**src/verilog/emt_pkg.sv**
```systemverilog
`default_nettype none
package emt_pkg;

  // Register indices; the byte address on APB is four times the index.
  localparam logic [15:0] IDX_MODE     = 16'hfe30;
  localparam logic [15:0] IDX_TIM_LO   = 16'hfe31;
  localparam logic [15:0] IDX_TIM_HI   = 16'hfe32;
  localparam logic [15:0] IDX_SER_CTL  = 16'hfe33;
  localparam logic [15:0] IDX_DMAP_CTL = 16'hfe40;

  // Low timing byte fields.
  localparam int LO_WSU_POS = 0;
  localparam int LO_WPW_POS = 3;
  localparam int LO_WHT_POS = 6;
  // High timing byte fields.
  localparam int HI_WHT2_POS = 0;
  localparam int HI_RSU_POS  = 1;
  localparam int HI_RPW_POS  = 4;
  localparam int HI_EXPANSION_EXTRA_SETUP_POS = 7;

  // Serial control fields.
  localparam int SC_RESET_OE = 0;
  localparam int SC_WR_EN_N  = 1;
  localparam int SC_CE_N     = 2;
  localparam int SC_CLK      = 3;
  localparam int SC_WBIT     = 4;
  localparam int SC_BUF_EN_N = 5;
  localparam int SC_DIV_SEL  = 6;
  localparam int SC_RBIT     = 7;

  // Mode register and data mapper control fields.
  localparam int MODE_SERIAL_READ_MODE = 0;
  localparam int MODE_SERIAL_WRITE_MODE = 1;
  localparam int DMAP_HIDDEN = 0;

  localparam logic [2:0] TIM_RESET  = 3'h7;
  localparam logic [7:0] SER_RESET  = 8'h47;
  localparam logic [7:0] SER_WMASK  = 8'h7f;

  localparam int SER_DIV_FAST = 4;
  localparam int SER_DIV_SLOW = 64;
  localparam logic [5:0] HALF_FAST = 6'(SER_DIV_FAST / 2 - 1);
  localparam logic [5:0] HALF_SLOW = 6'(SER_DIV_SLOW / 2 - 1);

  typedef struct packed {
    logic       exp_setup;
    logic [2:0] rd_pulse;
    logic [2:0] rd_setup;
    logic [2:0] wr_hold;
    logic [2:0] wr_pulse;
    logic [2:0] wr_setup;
  } emt_timing_t;

  typedef enum logic [1:0] {
    SQ_IDLE,
    SQ_SETUP,
    SQ_PULSE,
    SQ_HOLD
  } emt_seq_state_t;

endpackage
`default_nettype wire

```
**src/verilog/emt_ctrl.sv**
```systemverilog
// Functional notes
// - Write setup lasts write setup field plus half a clock.
// - Write strobe lasts write pulse field plus half a clock.
// - Write hold adds write hold field whole clocks after the strobe.
// - Hold field low bits sit at low byte 7:6, top bit at high byte 0.
// - Read setup lasts read setup field plus half a clock.
// - Read strobe lasts read pulse field plus half a clock.
// - Reset loads every three-bit timing field with all ones.
// - Expansion setup bit adds one setup clock to expansion cycles; reset clears.
// - Serial bit 0 drives memory output-enable pin in serial mode; reset sets.
// - Serial bit 1 drives PROM write enable; reset sets it inactive.
// - Serial bit 2 drives PROM chip enable; reset sets it, deselected.
// - Serial bit 4 is PROM write data; reset leaves it alone.
// - Serial bit 5 low enables the data buffer in write mode; reset clears.
// - Serial bit 6 picks read clock divide 4 or 64; reset sets it.
// - Serial bit 7 reads the PROM data input; writes ignore it.
// - Strobes open on a falling edge and close on a rising edge.
// - Mode register holds serial read and write mode bits; reset clears both.
//
// Register access over APB is this design's own decision.
`timescale 1ns/1ps
`default_nettype none
module emt_ctrl #(
  parameter int ADDR_W = 18
) (
  input  wire logic              pclk,
  input  wire logic              presetn,
  input  wire logic              psel,
  input  wire logic              penable,
  input  wire logic              pwrite,
  input  wire logic [ADDR_W-1:0] paddr,
  input  wire logic [31:0]       pwdata,
  output logic      [31:0]       prdata,
  output logic                   pready,
  output logic                   pslverr,
  input  wire logic              mem_req,
  input  wire logic              mem_write,
  input  wire logic              mem_expansion,
  output logic                   mem_busy,
  output logic                   mem_done,
  output logic                   mem_oe_n,
  output logic                   mem_we_n,
  output logic                   prom_sclk,
  output logic                   prom_ce_n,
  output logic                   prom_write_enable_n,
  output logic                   prom_write_bit,
  output logic                   prom_write_bit_oe,
  input  wire logic              prom_read_bit
);

  typedef struct packed {
    logic [7:0]  tim_lo;
    logic [7:0]  tim_hi;
    logic [6:0]  ser_ctl;
    logic [1:0]  mode;
    logic        hidden;
    logic [5:0]  div_cnt;
    logic        sclk;
    logic        ready;
    logic        err;
    logic [31:0] rdata;
    logic        oe_pin;
    logic        ce_n;
    logic        wr_en_n;
    logic        wbit_oe;
  } emt_ctrl_st_t;

  localparam emt_ctrl_st_t ST_RESET = '{
    tim_lo:  {emt_pkg::TIM_RESET[1:0], emt_pkg::TIM_RESET, emt_pkg::TIM_RESET},
    tim_hi:  {1'b0, emt_pkg::TIM_RESET, emt_pkg::TIM_RESET, emt_pkg::TIM_RESET[2]},
    ser_ctl: emt_pkg::SER_RESET[6:0],
    mode:    2'h0,
    hidden:  1'b0,
    div_cnt: 6'h00,
    sclk:    1'b0,
    ready:   1'b0,
    err:     1'b0,
    rdata:   32'h0000_0000,
    oe_pin:  emt_pkg::SER_RESET[emt_pkg::SC_RESET_OE],
    ce_n:    emt_pkg::SER_RESET[emt_pkg::SC_CE_N],
    wr_en_n: emt_pkg::SER_RESET[emt_pkg::SC_WR_EN_N],
    wbit_oe: 1'b0
  };

  emt_ctrl_st_t         st_ff;
  emt_ctrl_st_t         nxt_st;
  logic                 wbit_ff;
  logic                 nxt_wbit;
  emt_pkg::emt_timing_t timing;
  logic [15:0]          idx;
  logic                 setup_ph;
  logic                 wr_take;
  logic                 serial_mode;
  logic                 seq_oe_n;
  logic                 seq_we_n;
  logic                 seq_busy;
  logic                 seq_done;
  logic [5:0]           half_lim;
  logic [7:0]           ser_view;

  ////////////////////////////////////////////////////////////////////////////
  // Timing fields as the strobe sequencer sees them.
  always_comb begin
    timing.wr_setup  = st_ff.tim_lo[emt_pkg::LO_WSU_POS +: 3];
    timing.wr_pulse  = st_ff.tim_lo[emt_pkg::LO_WPW_POS +: 3];
    timing.wr_hold   = {st_ff.tim_hi[emt_pkg::HI_WHT2_POS],
                        st_ff.tim_lo[emt_pkg::LO_WHT_POS +: 2]};
    timing.rd_setup  = st_ff.tim_hi[emt_pkg::HI_RSU_POS +: 3];
    timing.rd_pulse  = st_ff.tim_hi[emt_pkg::HI_RPW_POS +: 3];
    timing.exp_setup = st_ff.tim_hi[emt_pkg::HI_EXPANSION_EXTRA_SETUP_POS];
  end

  assign serial_mode = |st_ff.mode;

  // Parallel cycles are not started while the pins belong to the serial PROM.
  emt_strobe_seq u_seq (
    .pclk          (pclk),
    .presetn       (presetn),
    .cfg           (timing),
    .req           (mem_req & ~serial_mode),
    .req_write     (mem_write),
    .req_expansion (mem_expansion),
    .busy          (seq_busy),
    .done          (seq_done),
    .oe_n          (seq_oe_n),
    .we_n          (seq_we_n)
  );

  ////////////////////////////////////////////////////////////////////////////
  // APB decode. Registers answer with no wait state; the answer is prepared
  // during the setup cycle so that pready and prdata leave flip-flops.
  assign idx      = paddr[17:2];
  assign setup_ph = psel & ~penable;
  assign wr_take  = psel & penable & pwrite & st_ff.ready & ~st_ff.err;

  assign ser_view = {prom_read_bit, st_ff.ser_ctl[6:5], wbit_ff,
                     st_ff.ser_ctl[3:0]};

  always_comb begin
    nxt_st   = st_ff;
    nxt_wbit = wbit_ff;
    nxt_st.ready = setup_ph;
    nxt_st.err   = 1'b0;
    nxt_st.rdata = 32'h0000_0000;

    if (setup_ph) begin
      unique case (idx)
        emt_pkg::IDX_MODE:     nxt_st.rdata = {30'h0, st_ff.mode};
        emt_pkg::IDX_TIM_LO:   nxt_st.rdata = {24'h0, st_ff.tim_lo};
        emt_pkg::IDX_TIM_HI:   nxt_st.rdata = {24'h0, st_ff.tim_hi};
        emt_pkg::IDX_SER_CTL:  nxt_st.rdata = {24'h0, ser_view};
        emt_pkg::IDX_DMAP_CTL: nxt_st.rdata = {31'h0, st_ff.hidden};
        default:               nxt_st.err   = 1'b1;
      endcase
      // The control set stays hidden until software opens it.
      if (!st_ff.hidden && idx != emt_pkg::IDX_DMAP_CTL) begin
        nxt_st.err   = 1'b1;
        nxt_st.rdata = 32'h0000_0000;
      end
    end

    if (wr_take) begin
      unique case (idx)
        emt_pkg::IDX_MODE: begin
          nxt_st.mode[emt_pkg::MODE_SERIAL_READ_MODE] = pwdata[emt_pkg::MODE_SERIAL_READ_MODE];
          nxt_st.mode[emt_pkg::MODE_SERIAL_WRITE_MODE] = pwdata[emt_pkg::MODE_SERIAL_WRITE_MODE];
        end
        emt_pkg::IDX_TIM_LO: nxt_st.tim_lo = pwdata[7:0];
        emt_pkg::IDX_TIM_HI: nxt_st.tim_hi = pwdata[7:0];
        emt_pkg::IDX_SER_CTL: begin
          nxt_st.ser_ctl = pwdata[6:0] & emt_pkg::SER_WMASK[6:0];
          nxt_wbit       = pwdata[emt_pkg::SC_WBIT];
        end
        emt_pkg::IDX_DMAP_CTL: nxt_st.hidden = pwdata[emt_pkg::DMAP_HIDDEN];
        default: ;
      endcase
    end

    //////////////////////////////////////////////////////////////////////////
    // Serial clock: in read mode a free divider, otherwise the software bit.
    half_lim = st_ff.ser_ctl[emt_pkg::SC_DIV_SEL] ? emt_pkg::HALF_SLOW
                                                  : emt_pkg::HALF_FAST;
    if (st_ff.mode[emt_pkg::MODE_SERIAL_READ_MODE]) begin
      if (st_ff.div_cnt >= half_lim) begin
        nxt_st.div_cnt = 6'h00;
        nxt_st.sclk    = ~st_ff.sclk;
      end else begin
        nxt_st.div_cnt = st_ff.div_cnt + 6'h01;
      end
    end else begin
      nxt_st.div_cnt = 6'h00;
      nxt_st.sclk    = st_ff.ser_ctl[emt_pkg::SC_CLK];
    end

    // PROM pins other than the write data bit follow the control bits one clock after the write.
    nxt_st.oe_pin  = st_ff.ser_ctl[emt_pkg::SC_RESET_OE];
    nxt_st.ce_n    = st_ff.ser_ctl[emt_pkg::SC_CE_N];
    nxt_st.wr_en_n = st_ff.ser_ctl[emt_pkg::SC_WR_EN_N];
    nxt_st.wbit_oe = st_ff.mode[emt_pkg::MODE_SERIAL_WRITE_MODE] &
                     ~st_ff.ser_ctl[emt_pkg::SC_BUF_EN_N];
  end

  ////////////////////////////////////////////////////////////////////////////
  always_ff @(posedge pclk or negedge presetn) begin
    if (!presetn) begin
      st_ff <= ST_RESET;
    end else begin
      st_ff <= nxt_st;
    end
  end

  // The write data bit keeps its value through reset, so it has no reset
  // term; it reads unknown until software first writes it.
  always_ff @(posedge pclk) begin
    wbit_ff <= nxt_wbit;
  end

  ////////////////////////////////////////////////////////////////////////////
  assign prdata              = st_ff.rdata;
  assign pready              = st_ff.ready;
  assign pslverr             = st_ff.err;
  assign mem_busy            = seq_busy;
  assign mem_done            = seq_done;
  // The strobes carry half-clock edges and so are gated from two flops.
  assign mem_oe_n            = serial_mode ? st_ff.oe_pin : seq_oe_n;
  assign mem_we_n            = serial_mode | seq_we_n;
  assign prom_sclk           = st_ff.sclk;
  assign prom_ce_n           = st_ff.ce_n;
  assign prom_write_enable_n = st_ff.wr_en_n;
  assign prom_write_bit      = wbit_ff;
  assign prom_write_bit_oe   = st_ff.wbit_oe;

endmodule
`default_nettype wire

```
**src/verilog/emt_strobe_seq.sv**
```systemverilog
`timescale 1ns/1ps
`default_nettype none
module emt_strobe_seq (
  input  wire logic                 pclk,
  input  wire logic                 presetn,
  input  wire emt_pkg::emt_timing_t cfg,
  input  wire logic                 req,
  input  wire logic                 req_write,
  input  wire logic                 req_expansion,
  output logic                      busy,
  output logic                      done,
  output logic                      oe_n,
  output logic                      we_n
);

  typedef struct packed {
    emt_pkg::emt_seq_state_t state;
    logic [3:0]              cnt;
    logic                    write;
    logic                    done;
    logic                    busy;
  } emt_seq_st_t;

  emt_seq_st_t st_ff;
  emt_seq_st_t nxt_st;
  logic        half_ff;
  logic        in_pulse;
  logic [3:0]  setup_len;

  ////////////////////////////////////////////////////////////////////////////
  always_comb begin
    nxt_st = st_ff;
    nxt_st.done = 1'b0;
    setup_len = {1'b0, req_write ? cfg.wr_setup : cfg.rd_setup} +
                {3'h0, req_expansion & cfg.exp_setup};
    unique case (st_ff.state)
      emt_pkg::SQ_IDLE: begin
        if (req) begin
          nxt_st.write = req_write;
          if (setup_len == 4'h0) begin
            nxt_st.state = emt_pkg::SQ_PULSE;
            nxt_st.cnt   = {1'b0, req_write ? cfg.wr_pulse : cfg.rd_pulse};
          end else begin
            nxt_st.state = emt_pkg::SQ_SETUP;
            nxt_st.cnt   = setup_len - 4'h1;
          end
        end
      end
      emt_pkg::SQ_SETUP: begin
        if (st_ff.cnt == 4'h0) begin
          nxt_st.state = emt_pkg::SQ_PULSE;
          nxt_st.cnt   = {1'b0, st_ff.write ? cfg.wr_pulse : cfg.rd_pulse};
        end else begin
          nxt_st.cnt = st_ff.cnt - 4'h1;
        end
      end
      emt_pkg::SQ_PULSE: begin
        if (st_ff.cnt == 4'h0) begin
          if (st_ff.write && cfg.wr_hold != 3'h0) begin
            nxt_st.state = emt_pkg::SQ_HOLD;
            nxt_st.cnt   = {1'b0, cfg.wr_hold} - 4'h1;
          end else begin
            nxt_st.state = emt_pkg::SQ_IDLE;
            nxt_st.done  = 1'b1;
          end
        end else begin
          nxt_st.cnt = st_ff.cnt - 4'h1;
        end
      end
      emt_pkg::SQ_HOLD: begin
        if (st_ff.cnt == 4'h0) begin
          nxt_st.state = emt_pkg::SQ_IDLE;
          nxt_st.done  = 1'b1;
        end else begin
          nxt_st.cnt = st_ff.cnt - 4'h1;
        end
      end
    endcase
    // Busy is registered from the next state so the pin leaves a flop.
    nxt_st.busy = (nxt_st.state != emt_pkg::SQ_IDLE);
  end

  always_ff @(posedge pclk or negedge presetn) begin
    if (!presetn) begin
      st_ff <= '{state: emt_pkg::SQ_IDLE, cnt: 4'h0, write: 1'b0, done: 1'b0, busy: 1'b0};
    end else begin
      st_ff <= nxt_st;
    end
  end

  ////////////////////////////////////////////////////////////////////////////
  // The pulse phase lasts one clock more than its field; the falling-edge
  // copy trims the leading half so the strobe opens mid-clock.
  assign in_pulse = (st_ff.state == emt_pkg::SQ_PULSE);

  always_ff @(negedge pclk or negedge presetn) begin
    if (!presetn) begin
      half_ff <= 1'b0;
    end else begin
      half_ff <= in_pulse;
    end
  end

  // A pure flop cannot open on one edge and close on the other, so the
  // strobes are the AND of the two edge copies.
  assign oe_n = ~(half_ff & in_pulse & ~st_ff.write);
  assign we_n = ~(half_ff & in_pulse & st_ff.write);
  assign busy = st_ff.busy;
  assign done = st_ff.done;

endmodule
`default_nettype wire
```
**config.mk**
```make
export PLATFORM = sky130hd
export DESIGN_NAME = emt_ctrl
export DESIGN_NICKNAME = d
export VERILOG_FILES = /design/src/verilog/emt_pkg.sv /design/src/verilog/emt_ctrl.sv /design/src/verilog/emt_strobe_seq.sv
export SDC_FILE = /design/constraint.sdc
export NUM_CORES = 1
export LEC_CHECK = 0
export BUFFER_PORTS_ARGS = -buffer_cell sky130_fd_sc_hd__buf_2
export CORE_ASPECT_RATIO = 0.9
export CORE_MARGIN = 2
export CORE_UTILIZATION = 27
export CTS_CLUSTER_DIAMETER = 120
export DETAILED_ROUTE_END_ITERATION = 10
export PLACE_DENSITY_LB_ADDON = 0.25
export RECOVER_POWER = 25
export SYNTH_ARGS = -nofsm -noshare
export SYNTH_HDL_FRONTEND = slang
export SYNTH_SLANG_ARGS = --single-unit
```
**constraint.sdc**
```tcl
create_clock -name pclk -period 2.9 [get_ports pclk]
set_input_delay 0.29 -clock pclk [delete_from_list [all_inputs] [get_ports pclk]]
set_output_delay 0.29 -clock pclk [all_outputs]
set_load 0.02 [all_outputs]
```
## Word level (Yosys, flattened, before mapping)

Index checks and enable logic that the tools add are counted.

- Register bits after elaboration: 82
- Output and inout port bits: 43
- Logic and storage cells: 104
- Input bits: 59
- Memories kept: 0
- Memory bits (writable): 0
- Latch bits: 0
- Bits in read-only memories: 0

- Reductions and logical operators: 17
- Eq/ne operators: 13
- Shift-type cells: 0
- Divide/modulo/power cells: 0
- Add/subtract/negate cells: 5
- Muxes and demuxes: 27
- $mul: 0
- Magnitude comparators: 1
- Bitwise operators: 20

Operators with widths:

| cell | number |
|---|---|
| $eq 16x16->1 const B | 5 |
| $mux 33 | 2 |
| $pmux 8 s5 | 1 |
| $pmux 6 s4 | 1 |
| $mux 4 | 4 |
| $ne 16x16->1 const B | 1 |
| $mux 7 | 2 |
| $mux 6 | 2 |
| $reduce_and 2->1 | 6 |
| $and 1x1->1 | 11 |
| $mux 3 | 3 |
| $logic_not 4->1 | 2 |
| $mux 2 | 4 |
| $not 1->1 | 8 |
| $sub 4x1->4 const B | 2 |
| $add 6x1->6 const B | 1 |
| $ge 6x5->1 | 1 |
| $mux 1 | 6 |
| $mux 5 | 1 |
| $reduce_or 5->1 | 1 |
| $add 3x1->4 | 1 |
| $eq 2x2->1 const B | 2 |
| $ne 2x1->1 const B | 2 |
| $sub 3x1->4 const B | 1 |
| other kinds (12) | 13 |

## Longest topological paths before layout

- Depth in word-level cells: 7
- Mapped depth: 10
- Gate-level depth less buffers: 9

## By module

From an unflattened synthesis, not the netlist that was laid out.

- Cells, all modules: 308
- Area total of the unflattened synthesis: 3400.8 um^2

Modules (own cells, without submodules):

| module | times used | area each (um^2) | cells each | seq. area each (um^2) |
|---|---|---|---|---|
| emt_ctrl | 1 | 2437.3 | 201 | 1208.7 |
| emt_strobe_seq | 1 | 963.4 | 107 | 250.2 |

==> run_results.csv <==
group,metric,value,unit
setup_path,cp-start-kind,"flop",
clock_network,path_clk_slew,0.05,ns
grt,grtUsageTotal,0.126,
clock_network,cts_tree,"yes",
yosys,synth_edf_count,1,
flow_run,max_cap_violations,0,
die,core_area,0.0115,mm²
clock_network,ctsRootBufferMaster,"clkbuf_16",
place,io_buffers,51,
yosys,synth_ff_type,"dfrtp_1",
yosys,async_flop_share,0.982,
power_and_ir_drop,power,2.49,mW
finish,seq_area,0.00146,mm²
finish,stdcell_count,513,
yosys,synth_area,0.00323,mm²
timing,fin_skew,0.00997,ns
yosys,synthDistinctLibCells,54,
setup_path,criticalPathCategory,"flop to primary output",
yosys,yosysTopAreaCellShare,0.256,
power_and_ir_drop,ir_drop,283,µV
finish,area_growth,18.9,%
clock_network,clkLatencyLatePin,0.33,ns
setup_path,cp.required,2.61,ns
timing,rsz0062_at_grt,"no",
timing,slew_viol_final,0,
clock_network,h-tree-depth,3,
yosys,synthCells,299,
clock_network,clock_sinks,57,
yosys,synth.top_cells.by_count,"mux2_2, dfrtp_1, buf_4, dfstp_2, nor2_1",
finish,multi_input_area,0.00154,mm²
power_and_ir_drop,power.leakage,1.75,nW
timing,setup_violations,0,
place,gp_congestion,0.823,
yosys,yosys-top-cells-area,"dfrtp_1, dfstp_2, mux2_2",
setup_path,cp-end-kind,"primary output",
timing,worst_slew_pin_slew,1.37,ns
die,die_h,108,µm
timing,hold_violations,0,
finish,n_antenna_cell,0,
yosys,yosysTopAreaCell,"dfrtp_1",
setup_path,crit_fanout,2,
setup_path,arrival,2.49,ns
grt,grt_max_degree,56,
routing,drtAntennaViolNets,0,
routing,vias,2325,
finish,layout.nets,424,
yosys,synth_most_common_cell,"mux2_2",
yosys,postSynthAreaPerCell,10.8,µm²
routing,route.detailed.drc,0,
power_and_ir_drop,p_per_area,650,mW/mm²
clock_network,cts_setup_buffers,0,
finish,utilization,0.333,
routing,wl,7520,µm
yosys,ys_seq_area_frac,0.452,
grt,antenna_found_initial,0,
grt,grt_overflow,0,
run_status,status,"finished, final reports clean",
die,design.portCount,102,
place,place_inst,497,
routing,drtIter0Drc,72,
finish,fillers,1196,
clock_network,cts_made_buffers,9,
yosys,ys_warn_count,0,
place,dpl.hpwl,5610,µm
grt,grt_pass1_wl,12300,µm
yosys,synth_seq_cells,57,
die,die-area,0.0128,mm²
clock_network,hold_buffers,0,
routing,vias_per_cell,4.53,
timing,setup_tns,0,ns
die,die_w,119,µm
die,row_count,37,
finish,drive_gt1_frac,0.370,
grt,grt_pass1_vias,2364,
routing,wl_per_cell,14.7,µm
clock_network,clk_path_buf_depth,2,
die,initial_core_util,0.280,
timing,slew_headroom,0.0857,
clock_network,cts-resized-gates,0,
routing,dr.pass1.iters,4,
worst_hold_path,hold_class,"input port to flop",
[cells by family after synthesis]
| group | count (synthesis) | share of synthesized area |
|---|---|---|
| flip-flops | 57 | 0.452 |
| adder cells (fa/ha/maj) | 13 | 0.0504 |
| buffers and inverters | 51 | 0.0969 |
| multiplexers | 40 | 0.146 |
| other | 1 | 0.00116 |
| XOR/XNOR | 8 | 0.0217 |
| AO/OA/AOI/OAI | 43 | 0.0934 |
| AND/OR/NAND/NOR | 86 | 0.139 |
[sequential cells by signal (all words and copies together), names as in the netlist]
signal               cells
nxt_st                   3
prdata                   8
pready                   1
prom_ce_n                1
prom_sclk                1
prom_write_bit           1
prom_write_bit_oe        1
prom_write_enable_n      1
pslverr                  1
ser_view                 3
st_ff                   26
u_seq.busy               1
u_seq.done               1
u_seq.half_ff            1
u_seq.st_ff              7
[per-stage QoR]
step | hold WS, ns | cell area [µm²] | setup WS [ns]
after global routing | 0.228 | 3840 | 0.0470
after floorplan | -0.00559 | 3310 | 0.407
after detailed placement | 0.367 | 3550 | 0.456
after global placement | 0.364 | 3550 | 0.475
final | 0.228 | 3840 | 0.119
after CTS | 0.165 | 3840 | 0.0921
[metal layers]
layer	wire [µm]	track usage	share of wire	up-vias
met3	356	0.0350	0.047	8
li1	-	-	-	1125
met2	3470	0.199	0.46	59
met1	3590	0.162	0.48	1133
met5	0	0	0	-
met4	104	0.0519	0.014	0
[power by group]
part	switching, mW	total, mW	leakage, nW	internal [mW]
sequential	0.0591	0.922	0.690	0.863
clock	0.364	1.05	0.142	0.684
combinational	0.311	0.525	0.915	0.214
[worst paths after layout]
path / from / endpoint / slack, ns / cells after the start
max reg2reg: u_seq.st_ff[8] / u_seq.half_ff / 0.58 / 2
max: u_seq.half_ff / mem_oe_n / 0.12 / 2
max in group asynchronous: presetn / st_ff[62] / 1.63 / 2
min: pwdata[5] / ser_view[5] / 0.23 / 2
min in group asynchronous: presetn / u_seq.done / 0.45 / 2
min reg2reg: nxt_st[1] / prom_write_enable_n / 0.38 / 0
[cell usage in the layout (no fill, tap or decap), types with 3 or more instances in the layout]
master / count
a21oi_1: 8
a22oi_1: 6
buf_2: 49
buf_4: 5
clkbuf_1: 3
clkbuf_16: 9
conb_1: 24
dfrtp_1: 33
dfstp_1: 3
dfstp_2: 19
ha_1: 13
inv_1: 13
mux2_2: 36
nand2_1: 21
nand3_1: 7
nand4_1: 6
nor2_1: 22
nor2b_1: 5
nor3_1: 5
nor4_1: 4
o21ai_0: 9
xnor2_1: 5
xor2_1: 3
[critical path, stage by stage, from the launching register on]
cell     delay [ns]
dfrtn_1        0.34
a41oi_1        0.18
buf_2          0.19
[layout make-up]
class / instances / share of cell area
multi-input cells: 214 / 0.402
flip-flops and latches: 57 / 0.380
repair buffers: 57 / 0.0769
clock buffers: 11 / 0.0632
well taps: 156 / 0.0508
clock inverters: 5 / 0.0143
inverters: 13 / 0.0127
No activity file was read; power rests on OpenSTA's default activity.
